### src/logic/olsc_consts.vh
// Constants of the octal low-side channel control block.
`ifndef OLSC_CONSTS_VH
`define OLSC_CONSTS_VH

// ****************************************************************
// Register offsets (byte addresses on the plain register port).
// ****************************************************************
`define OLSC_A_SER 8'h00
`define OLSC_A_PEN 8'h04
`define OLSC_A_AND 8'h08
`define OLSC_A_MAP 8'h0C
`define OLSC_A_SLOW 8'h10
`define OLSC_A_OTL 8'h14
`define OLSC_A_OLS 8'h18
`define OLSC_A_STAT 8'h1C
`define OLSC_A_DIAG 8'h20

// ****************************************************************
// Reset values of the configuration registers.
// ****************************************************************
`define OLSC_R_SER 8'h00
`define OLSC_R_PEN 8'h0F
`define OLSC_R_AND 8'h00
`define OLSC_R_MAP 8'h08
`define OLSC_R_SLOW 8'h00
`define OLSC_R_OTL 8'h00
`define OLSC_R_OLS 8'h00

// ****************************************************************
// Field positions of the diagnosis word, two bits per channel.
// ****************************************************************
`define OLSC_D_OL 0
`define OLSC_D_OT 1

// ****************************************************************
// Timing figures in their own units.
// ****************************************************************
`define OLSC_CLK_MHZ 10
`define OLSC_OVL_US 10
`define OLSC_FILT_US 200
`define OLSC_FAST_US 15
`define OLSC_SLOW_US 60

`endif

### src/logic/olsc_top.v
// Channel control, protection and diagnosis of an eight-channel low-side switch.
`timescale 1ns/10ps
// Function
// - Output follows serial bit or combination
// - Per-channel AND or OR combining
// - Serial bits high active, parallel per pin
// - Map register routes remappable input anywhere
// - Reset map routes remappable input to channel 4
// - Per-channel fast or slow switching select
// - Overtemperature switches off at once, flagged
// - Auto-restart or latching per channel
// - Auto-restart resumes after cooling if requested
// - Latch cleared by new request rising edge
// - Overtemperature evaluated only while channel on
// - Shutdown mode cuts off after overload delay
// - Diagnosis bits shifted out on serial output
// - Polarity pin high: active high inputs
// - Limit-only mode flags fault, stays on
// - Reset turns outputs off, clears diagnosis
// - Fault output low on any channel error
`include "olsc_consts.vh"

module olsc_top #(
    parameter NCH = 8
) (
    input wire core_clk,
    input wire rst,
    input wire [7:0] reg_addr,
    input wire [15:0] reg_wdata,
    input wire reg_wr,
    input wire reg_rd,
    output reg [15:0] reg_rdata,
    input wire first_parallel_input,
    input wire second_parallel_input,
    input wire third_parallel_input,
    input wire remappable_parallel_input,
    input wire input_polarity_select_pin,
    input wire [7:0] ot_sense,
    input wire [7:0] ilim_active,
    input wire spi_cs_n,
    input wire spi_sclk,
    output reg spi_so_o,
    output reg spi_so_oe,
    output reg [7:0] ch_on,
    output reg [7:0] ch_slow,
    output reg fault_n_o,
    output reg fault_n_oe
);

    // ****************************************************************
    // Cycle counts derived from the timing figures.
    // ****************************************************************
    // Least overload delay, rounded up to whole cycles.
    localparam integer OVL_INT = `OLSC_OVL_US * `OLSC_CLK_MHZ;
    localparam [10:0] OVL_CYC = OVL_INT[10:0];
    // Longest fault filtering time, rounded down to whole cycles.
    localparam integer FILT_INT = `OLSC_FILT_US * `OLSC_CLK_MHZ;
    localparam [10:0] FILT_CYC = FILT_INT[10:0];
    // Width of the synchronised input vector.
    localparam NSYNC = 23;
    // Idle levels of the pins: select deselected high, polarity pin pulled up.
    localparam [NSYNC-1:0] SYNC_IDLE = 23'h500000;

    // ****************************************************************
    // Input synchronisers.
    // ****************************************************************
    // Raw asynchronous inputs gathered into one vector.
    wire [NSYNC-1:0] async_in;
    // Three sampling stages and the agreed value.
    reg [NSYNC-1:0] s1_r;
    reg [NSYNC-1:0] s2_r;
    reg [NSYNC-1:0] s3_r;
    reg [NSYNC-1:0] f_r;

    assign async_in = {spi_cs_n, spi_sclk, input_polarity_select_pin,
                       remappable_parallel_input, third_parallel_input,
                       second_parallel_input, first_parallel_input,
                       ot_sense, ilim_active};

    genvar b;
    generate
        for (b = 0; b < NSYNC; b = b + 1) begin : g_sync
            // Each bit passes three flops; a change counts once stages two and three agree.
            always @(posedge core_clk) begin
                if (rst) begin
                    // Reset to the idle level, so no false select edge follows reset.
                    s1_r[b] <= SYNC_IDLE[b];
                    s2_r[b] <= SYNC_IDLE[b];
                    s3_r[b] <= SYNC_IDLE[b];
                    f_r[b] <= SYNC_IDLE[b];
                end else begin
                    s1_r[b] <= async_in[b];
                    s2_r[b] <= s1_r[b];
                    s3_r[b] <= s2_r[b];
                    if (s2_r[b] == s3_r[b]) begin
                        f_r[b] <= s3_r[b];
                    end
                end
            end
        end
    endgenerate

    // Named views of the filtered inputs.
    wire [7:0] ilim_f = f_r[7:0];
    wire [7:0] ot_f = f_r[15:8];
    wire [3:0] par_f = f_r[19:16];
    wire pol_f = f_r[20];
    wire sclk_f = f_r[21];
    wire cs_n_f = f_r[22];

    // ****************************************************************
    // Configuration registers.
    // ****************************************************************
    // Serial on/off bits, high active.
    reg [7:0] ser_r;
    // Per-channel enable of the parallel combination.
    reg [7:0] pen_r;
    // Per-channel combining function, 1 selects AND, 0 selects OR.
    reg [7:0] and_r;
    // Channels driven by the remappable parallel input.
    reg [7:0] map_r;
    // Per-channel slow switching select.
    reg [7:0] slow_r;
    // Per-channel overtemperature latching select.
    reg [7:0] otl_r;
    // Per-channel overload shutdown select.
    reg [7:0] ols_r;
    // Diagnosis flags of all channels, driven by the channel blocks.
    wire [7:0] ot_flag;
    wire [7:0] ol_flag;
    // Diagnosis word, two bits per channel, channel 8 in the top bits.
    wire [15:0] diag_w;
    // Diagnosis read strobe, which clears the flags.
    wire diag_clr = reg_rd && (reg_addr == `OLSC_A_DIAG);
    // A write strobe to any address; the case below decodes the address.
    wire wr_any = reg_wr;

    // Software writes steer the channel logic; reset restores defaults.
    always @(posedge core_clk) begin
        if (rst) begin
            ser_r <= `OLSC_R_SER;
            pen_r <= `OLSC_R_PEN;
            and_r <= `OLSC_R_AND;
            map_r <= `OLSC_R_MAP;
            slow_r <= `OLSC_R_SLOW;
            otl_r <= `OLSC_R_OTL;
            ols_r <= `OLSC_R_OLS;
        end else if (wr_any) begin
            case (reg_addr)
                `OLSC_A_SER: begin
                    ser_r <= reg_wdata[7:0];
                end
                `OLSC_A_PEN: begin
                    pen_r <= reg_wdata[7:0];
                end
                `OLSC_A_AND: begin
                    and_r <= reg_wdata[7:0];
                end
                `OLSC_A_MAP: begin
                    map_r <= reg_wdata[7:0];
                end
                `OLSC_A_SLOW: begin
                    slow_r <= reg_wdata[7:0];
                end
                `OLSC_A_OTL: begin
                    otl_r <= reg_wdata[7:0];
                end
                `OLSC_A_OLS: begin
                    ols_r <= reg_wdata[7:0];
                end
                default: begin
                    // Read-only and unmapped addresses ignore writes.
                    ser_r <= ser_r;
                end
            endcase
        end
    end

    // Read data stand in the cycle after the strobe; unmapped reads give zero.
    always @(posedge core_clk) begin
        if (rst) begin
            reg_rdata <= 16'h0000;
        end else if (reg_rd) begin
            case (reg_addr)
                `OLSC_A_SER: begin
                    reg_rdata <= {8'h00, ser_r};
                end
                `OLSC_A_PEN: begin
                    reg_rdata <= {8'h00, pen_r};
                end
                `OLSC_A_AND: begin
                    reg_rdata <= {8'h00, and_r};
                end
                `OLSC_A_MAP: begin
                    reg_rdata <= {8'h00, map_r};
                end
                `OLSC_A_SLOW: begin
                    reg_rdata <= {8'h00, slow_r};
                end
                `OLSC_A_OTL: begin
                    reg_rdata <= {8'h00, otl_r};
                end
                `OLSC_A_OLS: begin
                    reg_rdata <= {8'h00, ols_r};
                end
                `OLSC_A_STAT: begin
                    reg_rdata <= {8'h00, ch_on};
                end
                `OLSC_A_DIAG: begin
                    reg_rdata <= diag_w;
                end
                default: begin
                    reg_rdata <= 16'h0000;
                end
            endcase
        end else begin
            reg_rdata <= 16'h0000;
        end
    end

    // ****************************************************************
    // Per-channel control and protection.
    // ****************************************************************
    // Next state of every channel driver.
    wire [7:0] on_nxt;

    genvar i;
    generate
        for (i = 0; i < NCH; i = i + 1) begin : g_ch
            // Dedicated parallel pin of this channel; channels above three have none.
            wire own_pin = (i < 3) ? par_f[i % 3] : 1'b0;
            // Pin level before polarity; mapped channels take the remappable input.
            wire pin_lvl = map_r[i] ? par_f[3] : own_pin;
            // Active level: high when the polarity pin is high, low otherwise.
            wire par_on = pol_f ? pin_lvl : ~pin_lvl;
            // Parallel source exists only for mapped channels or pins one to three.
            wire par_use = pen_r[i] & (map_r[i] | (i < 3));
            // Combined input request of the channel.
            wire req = !par_use ? ser_r[i] :
                       (and_r[i] ? (ser_r[i] & par_on) : (ser_r[i] | par_on));
            // Previous request for edge detection.
            reg req_q;
            // Overtemperature and overload hold latches.
            reg ot_hold;
            reg ol_hold;
            // Sticky diagnosis flags.
            reg ot_d;
            reg ol_d;
            // Duration of current limiting while on.
            reg [10:0] lim_cnt;
            // Rising edge of the combined request.
            wire rise = req & ~req_q;
            // Overtemperature event, only while the channel conducts.
            wire ot_ev = ot_f[i] & ch_on[i];
            // Limiting lasted the overload delay.
            wire ovl_hit = ilim_f[i] & ch_on[i] & (lim_cnt >= OVL_CYC - 11'h001);
            // Limiting lasted the fault filtering time.
            wire filt_hit = ilim_f[i] & ch_on[i] & (lim_cnt >= FILT_CYC - 11'h001);
            // Overload shutdown in shutdown mode.
            wire ol_ev = ols_r[i] & ovl_hit;

            assign on_nxt[i] = req & ~ot_ev & ~ot_hold & ~ol_ev & ~ol_hold;
            assign ot_flag[i] = ot_d;
            assign ol_flag[i] = ol_d;

            // Holds, counters and flags; every set wins over a clear in the same cycle.
            always @(posedge core_clk) begin
                if (rst) begin
                    req_q <= 1'b0;
                    ot_hold <= 1'b0;
                    ol_hold <= 1'b0;
                    ot_d <= 1'b0;
                    ol_d <= 1'b0;
                    lim_cnt <= 11'h000;
                end else begin
                    req_q <= req;
                    // Overtemperature hold: auto mode frees it on cooling, latch mode on an edge.
                    if (ot_ev) begin
                        ot_hold <= 1'b1;
                    end else if (otl_r[i] ? rise : ~ot_f[i]) begin
                        ot_hold <= 1'b0;
                    end
                    // Overload hold is freed only by a new request edge.
                    if (ol_ev) begin
                        ol_hold <= 1'b1;
                    end else if (rise) begin
                        ol_hold <= 1'b0;
                    end
                    // Count limiting time while the channel is on.
                    if (ilim_f[i] & ch_on[i]) begin
                        if (lim_cnt != FILT_CYC) begin
                            lim_cnt <= lim_cnt + 11'h001;
                        end
                    end else begin
                        lim_cnt <= 11'h000;
                    end
                    // Overtemperature diagnosis flag.
                    if (ot_ev) begin
                        ot_d <= 1'b1;
                    end else if (diag_clr) begin
                        ot_d <= 1'b0;
                    end
                    // Overload flag: filtered limiting, or a shutdown.
                    if (filt_hit | ol_ev) begin
                        ol_d <= 1'b1;
                    end else if (diag_clr) begin
                        ol_d <= 1'b0;
                    end
                end
            end

            assign diag_w[2*i+1:2*i] = {ot_d, ol_d};
        end
    endgenerate

    // ****************************************************************
    // Output drivers and fault pin.
    // ****************************************************************
    // Channel drivers, slew selects and the open-drain fault pin.
    always @(posedge core_clk) begin
        if (rst) begin
            ch_on <= 8'h00;
            ch_slow <= 8'h00;
            fault_n_o <= 1'b0;
            fault_n_oe <= 1'b0;
        end else begin
            ch_on <= on_nxt;
            ch_slow <= slow_r;
            fault_n_o <= 1'b0;
            fault_n_oe <= |(ot_flag | ol_flag);
        end
    end

    // ****************************************************************
    // Serial diagnosis output.
    // ****************************************************************
    // Previous select and clock levels for edge detection.
    reg cs_q;
    reg sclk_q;
    // Diagnosis shift register, most significant bit first.
    reg [15:0] sh_r;

    // Select fall loads the diagnosis; each clock rise shifts the next bit out.
    always @(posedge core_clk) begin
        if (rst) begin
            cs_q <= 1'b1;
            sclk_q <= 1'b0;
            sh_r <= 16'h0000;
            spi_so_o <= 1'b0;
            spi_so_oe <= 1'b0;
        end else begin
            cs_q <= cs_n_f;
            sclk_q <= sclk_f;
            if (cs_q & ~cs_n_f) begin
                sh_r <= diag_w;
            end else if (~cs_n_f & sclk_f & ~sclk_q) begin
                sh_r <= {sh_r[14:0], 1'b0};
            end
            spi_so_o <= sh_r[15];
            spi_so_oe <= ~cs_n_f;
        end
    end

endmodule

### config.mk
export PLATFORM = sky130hd
export DESIGN_NAME = olsc_top
export DESIGN_NICKNAME = d
export VERILOG_FILES = /design/src/logic/olsc_top.v
export VERILOG_INCLUDE_DIRS = /design/src /design/src/logic
export SDC_FILE = /design/constraint.sdc
export NUM_CORES = 1
export LEC_CHECK = 0
export BUFFER_PORTS_ARGS = -buffer_cell sky130_fd_sc_hd__buf_2
export CORE_AREA = 2 2 176 178
export CTS_CLUSTER_SIZE = 30
export DETAILED_ROUTE_END_ITERATION = 6
export DIE_AREA = 0 0 178 180
export GPL_TIMING_DRIVEN = 0
export PLACE_DENSITY = 0.7
export SETUP_SLACK_MARGIN = 0.5
export SYNTH_ARGS = -nofsm -noshare
export SYNTH_HDL_FRONTEND = slang
export SYNTH_SLANG_ARGS = --single-unit
### constraint.sdc
create_clock -name core_clk -period 1.9 [get_ports core_clk]
set_input_delay 0.38 -clock core_clk [delete_from_list [all_inputs] [get_ports core_clk]]
set_output_delay 0.38 -clock core_clk [all_outputs]
set_load 0.05 [all_outputs]
Word-level counts from Yosys, hierarchy flattened
Index checks and enable logic that the tools add are counted. W data, S select, Z words.

Multiplexer cells: 92. Bitwise gates (word level): 180. Shift operators: 0. Eq/ne operators: 39. Add/subtract/negate cells: 8. Multiply operators: 0. Order comparisons: 16. Reductions and logical operators: 52. Divide/modulo/power cells: 0.

Operators by type and width (number): $pmux W16 S9 (1); $and A1 B1 Y1 (96); $mux W1 (89); $add A11 B1 Y11 const B (8); $ge A11 B11 Y1 const B (8); $ge A11 B7 Y1 const B (8); $ne A11 B11 Y1 const B (8); $not A1 Y1 (67); $reduce_bool A2 Y1 (33); $eq A8 B5 Y1 const B (4); $mux W16 (2); $eq A1 B1 Y1 (23); $reduce_or A2 Y1 (9); $eq A8 B4 Y1 const B (2); $or A1 B1 Y1 (16); $reduce_and A2 Y1 (7); $eq A8 B3 Y1 const B (1); $eq A8 B6 Y1 const B (1); $logic_not A8 Y1 (1); $or A8 B8 Y8 (1); $reduce_or A8 Y1 (1); $logic_and A1 B1 Y1 (1).

Word-level logic and storage cells: 543. Memories: 0. Memory bits (read-only): 0. Flip-flop bits (word level): 329. RAM bits: 0. Bits in latches: 0. Output and inout port bits: 36. Input port bits: 51.

Logic depth before layout (Yosys ltp)
Gate-level depths: netlist of run 1.

Depth in word-level cells: 10. Gate-level depth with buffers: 7. Gate-level depth less buffers: 5.

Worst setup path before layout of run 1
OpenSTA, ideal clock, no wires.

Path kind: input to register. Start: in reg_addr[1]. End: reg map_r[3]. Setup time: 0.129 ns. Arrival time: 1.614 ns. Cell stages on the path: 6. Buffers on the path: 2. Setup slack: 0.157 ns. Data required time: 1.771 ns. Path through: clkbuf_1 -> nor4bb_1 -> clkbuf_1 -> nand3_2 -> mux2i_1 -> nand2_1.

Cells in the longest elaborated chain, start to end: 2.

RTL lines: from (decl) (line olsc_top.v:28) `input wire [7:0] reg_addr,`; $eq A8 B4 Y1 (line olsc_top.v:149) `case (reg_addr)`; $reduce_and A2 Y1 (no line); to (signal assigned) (line olsc_top.v:144) `` map_r <= `OLSC_R_MAP; ``; to (signal assigned) (line olsc_top.v:160) `map_r <= reg_wdata[7:0];`; to (decl) (line olsc_top.v:121) `reg [7:0] map_r;`.

Every way passes these cells. A chain may end at the register's enable or synchronous reset.

Final worst setup path of run 1
Start: reg f_r[20] (netlist: pol_f). End: reg g_ch[3].ot_hold.

Cells in the longest elaborated chain, start to end: 7. Elaborated cells between the ends (all ways): 8. Those cells by class: 4 x mux; 3 x bitwise; 1 x reduce/logical.

RTL lines: from (decl) (line olsc_top.v:73) `reg [NSYNC-1:0] f_r;`; from (signal, indexed assignment) (line olsc_top.v:90) `f_r[b] <= SYNC_IDLE[b];`; from (signal, indexed assignment) (line olsc_top.v:96) `f_r[b] <= s3_r[b];`; $mux W1 * (line olsc_top.v:235) `wire par_on = pol_f ? pin_lvl : ~pin_lvl;`; $or A1 B1 Y1 / $and A1 B1 Y1 (equally long branches) (line olsc_top.v:240) `(and_r[i] ? (ser_r[i] & par_on) : (ser_r[i] | par_on));`; $mux W1 * (line olsc_top.v:240); $mux W1 * (line olsc_top.v:239) `wire req = !par_use ? ser_r[i] :`; $and A1 B1 Y1 * (line olsc_top.v:252) `wire rise = req & ~req_q;`; $mux W1 * (line olsc_top.v:280) `end else if (otl_r[i] ? rise : ~ot_f[i]) begin`; $reduce_bool A2 Y1 (no line) *; to (signal assigned) (line olsc_top.v:270) `ot_hold <= 1'b0;`; to (signal assigned) (line olsc_top.v:279) `ot_hold <= 1'b1;`; to (signal assigned) (line olsc_top.v:281) `ot_hold <= 1'b0;`; to (decl) (line olsc_top.v:244) `reg ot_hold;`.

Mark *: on every way between the ends. The rest lies on a longest branch, timed or not.

==> results of run 1 <==
==> worst min-delay path by stage <==
stage                                    from                   to
floorplan                 s1_r[20]$_SDFF_PP1_  s2_r[20]$_SDFF_PP1_
global placement           s1_r[4]$_SDFF_PP0_   s2_r[4]$_SDFF_PP0_
detailed placement         s1_r[4]$_SDFF_PP0_   s2_r[4]$_SDFF_PP0_
CTS                 input_polarity_select_pin  s1_r[20]$_SDFF_PP1_
global route                         spi_cs_n  s1_r[22]$_SDFF_PP1_
finish              input_polarity_select_pin  s1_r[20]$_SDFF_PP1_
==> area by class of cell <==
type                       count  area, um2  share of cell area
clock inverter                15        196              0.0115
sequential                   329       6710               0.393
timing repair buffer         109        935              0.0547
clock buffer                  45       1020              0.0595
tap                          396        495              0.0290
inverter                      23       91.3             0.00535
buffer                        58        392              0.0229
multi-input combinational   1021       7240               0.424
antenna                        1       2.50            0.000146
==> state kept, by name, indices dropped and copies added (netlist names), 16 cells and up <==
name          count
s2_r             23
sh_r             16
reg_rdata        16
f_r              17
g_ch.lim_cnt     88
s1_r             23
s3_r             23
==> critical path, stage by stage, from the launching register on <==
cell      delay (ps)
dfxtp_4          400
xnor2_4          260
buf_12           160
buf_4            110
a21oi_2           40
o311ai_1         240
a31oi_1          110
==> power by group <==
| group | internal (uW) | switching [uW] | total (uW) | leakage [uW] |
|---|---|---|---|---|
| Combinational | 155 | 291 | 446 | 0.00280 |
| Sequential | 6940 | 27.4 | 6970 | 0.00270 |
| Clock | 4330 | 2800 | 7130 | 0.000587 |
| Total | 11400 | 3120 | 14500 | 0.00609 |
==> cell usage after synthesis (8+ instances only) <==
| library cell | count |
|---|---|
| nand4_1 | 27 |
| xor2_1 | 27 |
| or3_1 | 16 |
| nand4b_1 | 8 |
| inv_1 | 22 |
| o21ai_0 | 53 |
| ha_1 | 16 |
| nand2_1 | 110 |
| and2_1 | 12 |
| clkbuf_1 | 50 |
| and3_1 | 9 |
| nor4b_1 | 9 |
| dfxtp_1 | 329 |
| o2111ai_1 | 8 |
| nand3b_1 | 24 |
| and4_1 | 16 |
| or2_2 | 8 |
| nor3_1 | 38 |
| xnor2_1 | 33 |
| nand3_1 | 48 |
| nor2b_1 | 81 |
| o31ai_1 | 11 |
| a211oi_1 | 18 |
| or4_1 | 9 |
| mux2i_1 | 90 |
| a21oi_1 | 83 |
| a31oi_1 | 27 |
| nor2_1 | 161 |
| nand2b_1 | 11 |
==> cells by family (layout without fill, tap and decap cells) <==
| kind of cell | after synthesis | in the layout | synth area share |
|---|---|---|---|
| AND/OR/NAND/NOR | 611 | 611 | 0.246 |
| flip-flops | 329 | 329 | 0.494 |
| AO/OA/AOI/OAI | 241 | 241 | 0.111 |
| multiplexers | 92 | 92 | 0.0701 |
| buffers and inverters | 81 | 250 | 0.0237 |
| XOR/XNOR | 60 | 60 | 0.0394 |
| adder cells (fa/ha/maj) | 16 | 16 | 0.0150 |
| other | 1 | 2 | 0.000281 |
==> placed cells by master, fill, tap and decap left out, types with 41 or more instances in the layout <==
cell type and n:
dfxtp_1 263, o21ai_0 49, a21oi_1 66, nor2b_1 81, dfxtp_2 49, nand2_1 110, buf_4 41, nor2_1 161
buf_2 43, mux2i_1 87
==> layer usage <==
metal | vias to the layer above | track usage
li1 | 5379 | -
met1 | 5419 | 0.295
met2 | 389 | 0.356
met3 | 72 | 0.0347
met4 | 0 | 0.0816
met5 | - | 0
==> timing repair <==
action	4_1_cts	5_1_grt
pin swaps	25	53
hold buffers	0	0
gates resized for setup	193	152
endpoints found under the setup margin	200	222
setup buffers	22	17
==> metrics by stage <==
| step | util | worst slack, ps | area [um2] | std cells | hold WS [ps] |
|---|---|---|---|---|---|
| 5_1_grt | 0.566 | 402 | 17100 | 1996 | 45.7 |
| 4_1_cts | 0.543 | 369 | 16400 | 1979 | 34.0 |
| 3_5_place_dp | 0.476 | -332 | 14400 | 1897 | 425 |
| 2_1_floorplan | - | 296 | 13500 | 1431 | 389 |
| 6_report | 0.566 | 447 | 17100 | 1997 | 45.4 |
| 3_3_place_gp | 0.476 | -361 | 14400 | 1897 | 420 |
==> flow_summary.toml, run 1 <==
[floorplanning]
rows = 64
core_area_um2 = 30200
fp.dieW_um = 178
dieArea_um2 = 32000
die-height_um = 180
pin_count = 87
initial_core_util = 0.442

[timing]
slew_violations = 0
fmaxAchievable_mhz = 688
finalHoldViolations = 0
finalSetupViolations = 0
finalCritPeriodShare = 0.765
tns_ps = 0
slew_headroom = 0.587
rsz0062_at_grt = "yes"
fin_skew_ps = 16.7
worst_pin_slew_ps = 617
min_period_ps = 1450

[synthesis]
async_reset_ff_frac = 0
synth-seq-area-share = 0.494
yosysWarningCount = 0
ys_types = 59
synth_edf_count = 0
syn_inst = 1431
synthDominantCellAreaShare = 0.494
synth_area_um2 = 13300
synth_nets = 1498
ys_seq_elements = 329
yosysTopAreaCell = "dfxtp_1"
synth.avg_cell_area_um2 = 9.31
synthTopCellsByArea = "dfxtp_1 (49%), mux2i_1 (6.8%), nor2_1 (4.5%), nor2b_1 (3.8%), a21oi_1 (3.1%)"
ys.flop_type = "dfxtp_1"

[outcome]
status = "finished, final reports clean"

[route]
via_per_inst = 5.64
drcViolationCount = 0
via_count = 11300
wl_met3_mm = 2.41
ant_nets = 0
wl_mm = 36.2
route.met2.wl_mm = 17.0
topRoutingLayerUsed = "met4"
wirelength_met1_mm = 15.7
drt_first_pass_iters = 7
wl_per_cell_um = 18.2
drt_iter0_drc = 879

[cells_and_area]
final_nets = 1645
fillers = 2554
drive_above_1_share = 0.249
area_growth_syn_to_layout_pct = 28.2

[setup_path]
crit_required_ps = 2290
r2r.worst_path.cells = 6
critPathCapture = "g_ch[3].ot_hold$_SDFFE_PP0P_"
endpoint_kind = "flop"
path_class = "reg -> reg"
cp-start-kind = "flop"
regToRegSetupSlack_ps = 450
r2r-start = "pol_f$_SDFFE_PP1N_"
timing.rr.end = "g_ch[3].ot_hold$_SDFFE_PP0P_"
crit_start = "pol_f$_SDFFE_PP1N_"
cp.arrival_ps = 1840
crit_fanout = 6

[hold_path]
hp-class = "in -> reg"
hold_depth = 2

[clock_network]
clkTransAtPathRegs_ps = 60
cts-root-buf = "clkbuf_16"
cts_sinks = 329
cts_tree = "yes"
clk_latency_ps = 520
cts.htree.levels = 2
cts_buffers = 36
clock_path_buffers = 3

[place]
portBuffers = 70
routabilityCongestion = 0.968
hpwl_mm = 24.7

[global_route]
antenna_found_initial = 1
grt_util_all_layers = 0.220
grt.overflow.total = 0
grt_max_degree = 15
grt_pass1_wl_mm = 56.0
grt_pass1_vias = 10600

[power]
power.density_nw_per_um2 = 851
total_power_uw = 14500
vdd_drop_max_mv = 0.602
p_leak_uw = 0.00609

[flow_run]
cap_violations = 0
Note: power is estimated with default switching activity, not from simulation.
==> run 2, diff against run 1 <==
--- a/config.mk
+++ b/config.mk
@@ -12,7 +12,7 @@
 export DETAILED_ROUTE_END_ITERATION = 6
 export DIE_AREA = 0 0 178 180
 export GPL_TIMING_DRIVEN = 0
-export PLACE_DENSITY = 0.7
+export PLACE_DENSITY = 0.73
 export SETUP_SLACK_MARGIN = 0.5
 export SYNTH_ARGS = -nofsm -noshare
 export SYNTH_HDL_FRONTEND = slang
==> constraint.sdc (replaced) <==
create_clock -name core_clk -period 1.29 [get_ports core_clk]
set_input_delay 0.258 -clock core_clk [delete_from_list [all_inputs] [get_ports core_clk]]
set_output_delay 0.258 -clock core_clk [all_outputs]
set_load 0.05 [all_outputs]
==> flow_summary.toml, run 2 (synthesized netlist as in run 1, its figures left out) <==
[outcome]
status = "complete, but fails checks"
violations = "negative setup slack"

[timing]
tns_ps = -1980
slew_headroom = 0.418
finalHoldViolations = 0
slew_violations = 0
rsz0062_at_grt = "yes"
finalSetupViolations = 41
worst_hold_slack_ps = 37.2
fin_ws_ps = -152
fmaxAchievable_mhz = 694
finalCritPeriodShare = 1.12
worst_pin_slew_ps = 873
min_period_ps = 1440
fin_skew_ps = 18.2

[cells_and_area]
largest-register = "g_ch.lim_cnt"
final_cell_mix = "dfxtp_1 (172), nor2_1 (142), dfxtp_2 (105)"
drive_above_1_share = 0.481
fin_cells = 2150
area_growth_syn_to_layout_pct = 56.8
final_nets = 1792
fillers = 1972
final_common_cell = "dfxtp_1"
largest_reg_flops = 88

[global_route]
grt_pass1_wl_mm = 63.4
grt_pass1_vias = 11800
met1_usage = 0.324
antenna_found_initial = 4
grt.overflow.total = 0
grt_util_all_layers = 0.248
busiest_layer = "met2"
use_met2 = 0.400
grt_max_degree = 14
gr-usage-met3 = 0.0573

[power]
power.density_nw_per_um2 = 1050
vdd_drop_max_mv = 0.847
p_leak_uw = 0.00780

[clock_network]
cts-root-buf = "clkbuf_16"
cts_sinks = 329
clock_path_buffers = 3
cts.htree.levels = 2
clkTransAtPathRegs_ps = 70
clk_latency_ps = 530
cts_tree = "yes"
cts_buffers = 36

[floorplanning]
core_area_um2 = 30200
pin_count = 87
die-height_um = 180
fp.dieW_um = 178
rows = 64
dieArea_um2 = 32000
initial_core_util = 0.442

[route]
drt_first_pass_iters = 5
ant_nets = 0
wl_per_cell_um = 20.6
wl_mm = 44.2
via_count = 12400
drt_iter0_drc = 1289
via_per_inst = 5.79
drcViolationCount = 0

[setup_path]
r2r.worst_path.cells = 3
path_class = "reg -> reg"
cp.arrival_ps = 1890
cp_num_buf_inv = 0
critical_path_depth = 3
cp_slowest_stage_delay_ps = 540
crit_fanout = 3
crit_chain = "or4_4, o2111ai_4, and4_1"
cp-start-kind = "flop"
crit_path_top_delay_cell = "or4_4"
endpoint_kind = "flop"
crit_family = "simple AND/OR/NAND/NOR gates"
crit_required_ps = 1740

[place]
routabilityCongestion = 0.931
place_ws_ps = -744
portBuffers = 70
hpwl_mm = 24.7
place_inst = 1897

[flow_run]
cap_violations = 0

[hold_path]
hold_depth = 3
hp-class = "in -> reg"
run 2: changes by cell type in the layout (fill, tap and decap cells not counted), sizes merged, moves of 2 or more:
cell,change
buf,+118
dlygate4sd3,+23
clkbuf,+14
clkinvlp,-3
bufinv,-2
clkinv,+2
run 2: area by class of cell:
cell class	instances	area (um2)	share of cell area
tap	396	495	0.0237
multi-input combinational	1021	8770	0.420
buffer	58	771	0.0369
inverter	23	106	0.00509
timing repair buffer	256	2600	0.124
clock buffer	53	1120	0.0535
sequential	329	6910	0.331
clock inverter	12	123	0.00587
antenna	2	5.00	0.000240
run 2: worst reg2reg max path, stage by stage, from the launching register on:
cell,delay (ps)
dfxtp_2,320
or4_4,540
o2111ai_4,250
and4_1,260
run 2: repair_timing:
| item | in CTS | in global routing |
|---|---|---|
| pin swaps | 142 | 127 |
| hold buffers | 23 | 0 |
| resized for setup | 374 | 207 |
| cloned | 5 | 4 |
| setup buffers | 107 | 47 |
| setup endpoints to repair | 267 | 279 |
| endpoints found under the hold margin | 23 | 0 |
run 2: metal layers:
metal | up-vias | part of all wire
li1 | 5684 | -
met1 | 5951 | 0.40
met2 | 628 | 0.47
met3 | 179 | 0.090
met4 | 2 | 0.045
met5 | - | 0.00025
run 2: where the power goes:
| part | switching [uW] | internal, uW |
|---|---|---|
| Sequential | 45.4 | 10100 |
| Combinational | 528 | 397 |
| Clock | 4290 | 6440 |
| Total | 4860 | 17000 |
run 2: worst paths after layout:
check | from | slack [ps] | endpoint
max | g_ch[6].lim_cnt[10]$_SDFFE_PP0P_ | -150 | ch_on[6]$_SDFF_PP0_
min | reg_wdata[3] | 40 | pen_r[3]$_SDFFE_PP1P_
max reg2reg | g_ch[6].lim_cnt[10]$_SDFFE_PP0P_ | -150 | ch_on[6]$_SDFF_PP0_
min reg2reg | s1_r[20]$_SDFF_PP1_ | 430 | s2_r[20]$_SDFF_PP1_
run 2: per-stage QoR:
| stage | power, uW | util | area, um2 |
|---|---|---|---|
| 2_1_floorplan | 10900 | - | 14900 |
| 3_3_place_gp | 11100 | 0.520 | 15700 |
| 3_5_place_dp | 11100 | 0.520 | 15700 |
| 4_1_cts | 21800 | 0.649 | 19600 |
| 5_1_grt | 22400 | 0.692 | 20900 |
| 6_report | 21800 | 0.692 | 20900 |
==> run 3, diff against run 2 <==
--- a/config.mk
+++ b/config.mk
@@ -7,12 +7,12 @@
 export NUM_CORES = 1
 export LEC_CHECK = 0
 export BUFFER_PORTS_ARGS = -buffer_cell sky130_fd_sc_hd__buf_2
-export CORE_AREA = 2 2 176 178
+export CORE_AREA = 2 2 199 201
 export CTS_CLUSTER_SIZE = 30
 export DETAILED_ROUTE_END_ITERATION = 6
-export DIE_AREA = 0 0 178 180
+export DIE_AREA = 0 0 201 203
 export GPL_TIMING_DRIVEN = 0
-export PLACE_DENSITY = 0.73
+export PLACE_DENSITY = 0.61
 export SETUP_SLACK_MARGIN = 0.5
 export SYNTH_ARGS = -nofsm -noshare
 export SYNTH_HDL_FRONTEND = slang
==> flow_summary.toml, run 3 (synthesized netlist as in run 1, its figures left out) <==
[timing]
slew_headroom = 0.412
fmaxAchievable_mhz = 714
worst_pin_slew_ps = 882
rsz0062_at_grt = "yes"
fin_skew_ps = 23.1
min_period_ps = 1400
finalSetupViolations = 40
slew_violations = 0
finalHoldViolations = 0
finalCritPeriodShare = 1.09
fin_ws_ps = -110

[floorplanning]
core_area_um2 = 38500
die-height_um = 203
rows = 72
fp.dieW_um = 201
dieArea_um2 = 40800
pin_count = 87
initial_core_util = 0.347

[route]
wl_per_cell_um = 18.7
drt_iter0_drc = 815
via_per_inst = 5.25
drt_first_pass_iters = 5
ant_nets = 0
wl_mm = 42.6
drcViolationCount = 0
via_count = 11900

[flow_run]
cap_violations = 0

[setup_path]
path_class = "reg -> reg"
regToRegSetupSlack_ps = -110
r2r-start = "g_ch[7].lim_cnt[8]$_SDFFE_PP0P_"
endpoint_kind = "flop"
r2r.worst_path.cells = 3
crit_required_ps = 1670
cp-start-kind = "flop"
timing.rr.end = "g_ch[7].ol_d$_SDFFE_PP0P_"
crit_start = "g_ch[7].lim_cnt[8]$_SDFFE_PP0P_"
cp.arrival_ps = 1780
crit_fanout = 3
critPathCapture = "g_ch[7].ol_d$_SDFFE_PP0P_"

[place]
place_area_um2 = 15900
routabilityCongestion = 0.891
hpwl_mm = 25.9
portBuffers = 70

[clock_network]
cts_tree = "yes"
cts_sinks = 329
clkTransAtPathRegs_ps = 60
clk_latency_ps = 530
cts.htree.levels = 2
cts-root-buf = "clkbuf_16"
cts_buffers = 37
clock_path_buffers = 3

[outcome]
status = "complete, but fails checks"
violations = "negative setup slack"

[cells_and_area]
final_cell_mix = "dfxtp_1 (156), nor2_1 (144), dfxtp_2 (121)"
drive_above_1_share = 0.487
fillers = 3247
area_growth_syn_to_layout_pct = 58.5
final_common_cell = "dfxtp_1"
final_nets = 1797
layout.area.seq_um2 = 6930
largest_reg_flops = 88
multi_input_area_um2 = 8690
largest-register = "g_ch.lim_cnt"
fin_area_um2 = 21100

[global_route]
grt.overflow.total = 0
antenna_found_initial = 4
grt_util_all_layers = 0.199
grt_pass1_wl_mm = 64.5
grt_pass1_vias = 11500
grt_max_degree = 14

[power]
total_power_uw = 22100
p_leak_uw = 0.00794
power.density_nw_per_um2 = 1050
vdd_drop_max_mv = 0.912

[hold_path]
hp-class = "in -> reg"
-- run 3: cell types whose count changed in the layout (fill, tap and decap cells not counted), moves of 4 or more --
cell	change
inv_2	+4
buf_6	+8
or3_4	-4
nor2_4	-5
dfxtp_2	+16
nor3_2	-5
inv_1	-5
a21oi_1	+6
or3_1	+4
dfxtp_1	-16
nor3_4	+4
-- run 3: final cells by class --
class / instances / area share
multi-input cells: 1021 / 0.411
plain buffers: 58 / 0.0370
well taps: 518 / 0.0307
repair buffers: 260 / 0.126
clock buffers: 57 / 0.0562
inverters: 23 / 0.00515
clock inverters: 10 / 0.00486
flip-flops and latches: 329 / 0.328
diodes: 1 / 0.000118
-- run 3: metrics by stage --
stage / setup WS [ps] / hold slack [ps] / util / std cells / TNS [ps]
after CTS: -116 / 25.8 / 0.514 / 2227 / -2010
after global routing: -148 / 57.8 / 0.549 / 2276 / -3990
after detailed placement: -753 / 416 / 0.412 / 2019 / -50760
final: -110 / 59.0 / 0.549 / 2277 / -1790
after floorplan: -192 / 372 / - / 1431 / -12380
after global placement: -788 / 416 / 0.412 / 2019 / -50260
-- run 3: worst min path at each step --
stage / endpoint / slack (ps) / start / cells past startpoint
2_1_floorplan: s1_r[20]$_SDFF_PP1_ / 370 / input_polarity_select_pin / 1
3_3_place_gp: s2_r[20]$_SDFF_PP1_ / 420 / s1_r[20]$_SDFF_PP1_ / 1
3_5_place_dp: s2_r[20]$_SDFF_PP1_ / 420 / s1_r[20]$_SDFF_PP1_ / 1
4_1_cts: pen_r[3]$_SDFFE_PP1P_ / 30 / reg_wdata[3] / 3
5_1_grt: map_r[3]$_SDFFE_PP1P_ / 60 / reg_wdata[3] / 3
6_report: pen_r[1]$_SDFFE_PP1P_ / 60 / reg_wdata[1] / 3
-- run 3: power by group --
group	switching [uW]	total, uW	internal (uW)	leakage [uW]
sequential	45.1	10200	10100	0.00276
combinational	511	925	414	0.00454
clock	4250	11000	6750	0.000641
-- run 3: routing by layer --
| layer | track usage | wire [um] |
|---|---|---|
| met5 | 0 | 44 |
| met4 | 0.0733 | 1370 |
| met3 | 0.0384 | 2950 |
| met2 | 0.320 | 19900 |
| met1 | 0.266 | 18400 |
-- run 3: repair_timing --
action | 4_1_cts | 5_1_grt
endpoints found under the hold margin | 23 | 0
resized for setup | 374 | 234
cloned | 7 | 4
hold buffers | 23 | 0
pin swaps | 149 | 137
buffers inserted | 111 | 45
endpoints found under the setup margin | 265 | 280
-- run 3: worst max-delay path, cell delays in order (launching register included) --
cell       delay, ps
dfxtp_4          340
or4_4            550
o2111ai_4        240
o221ai_1         130
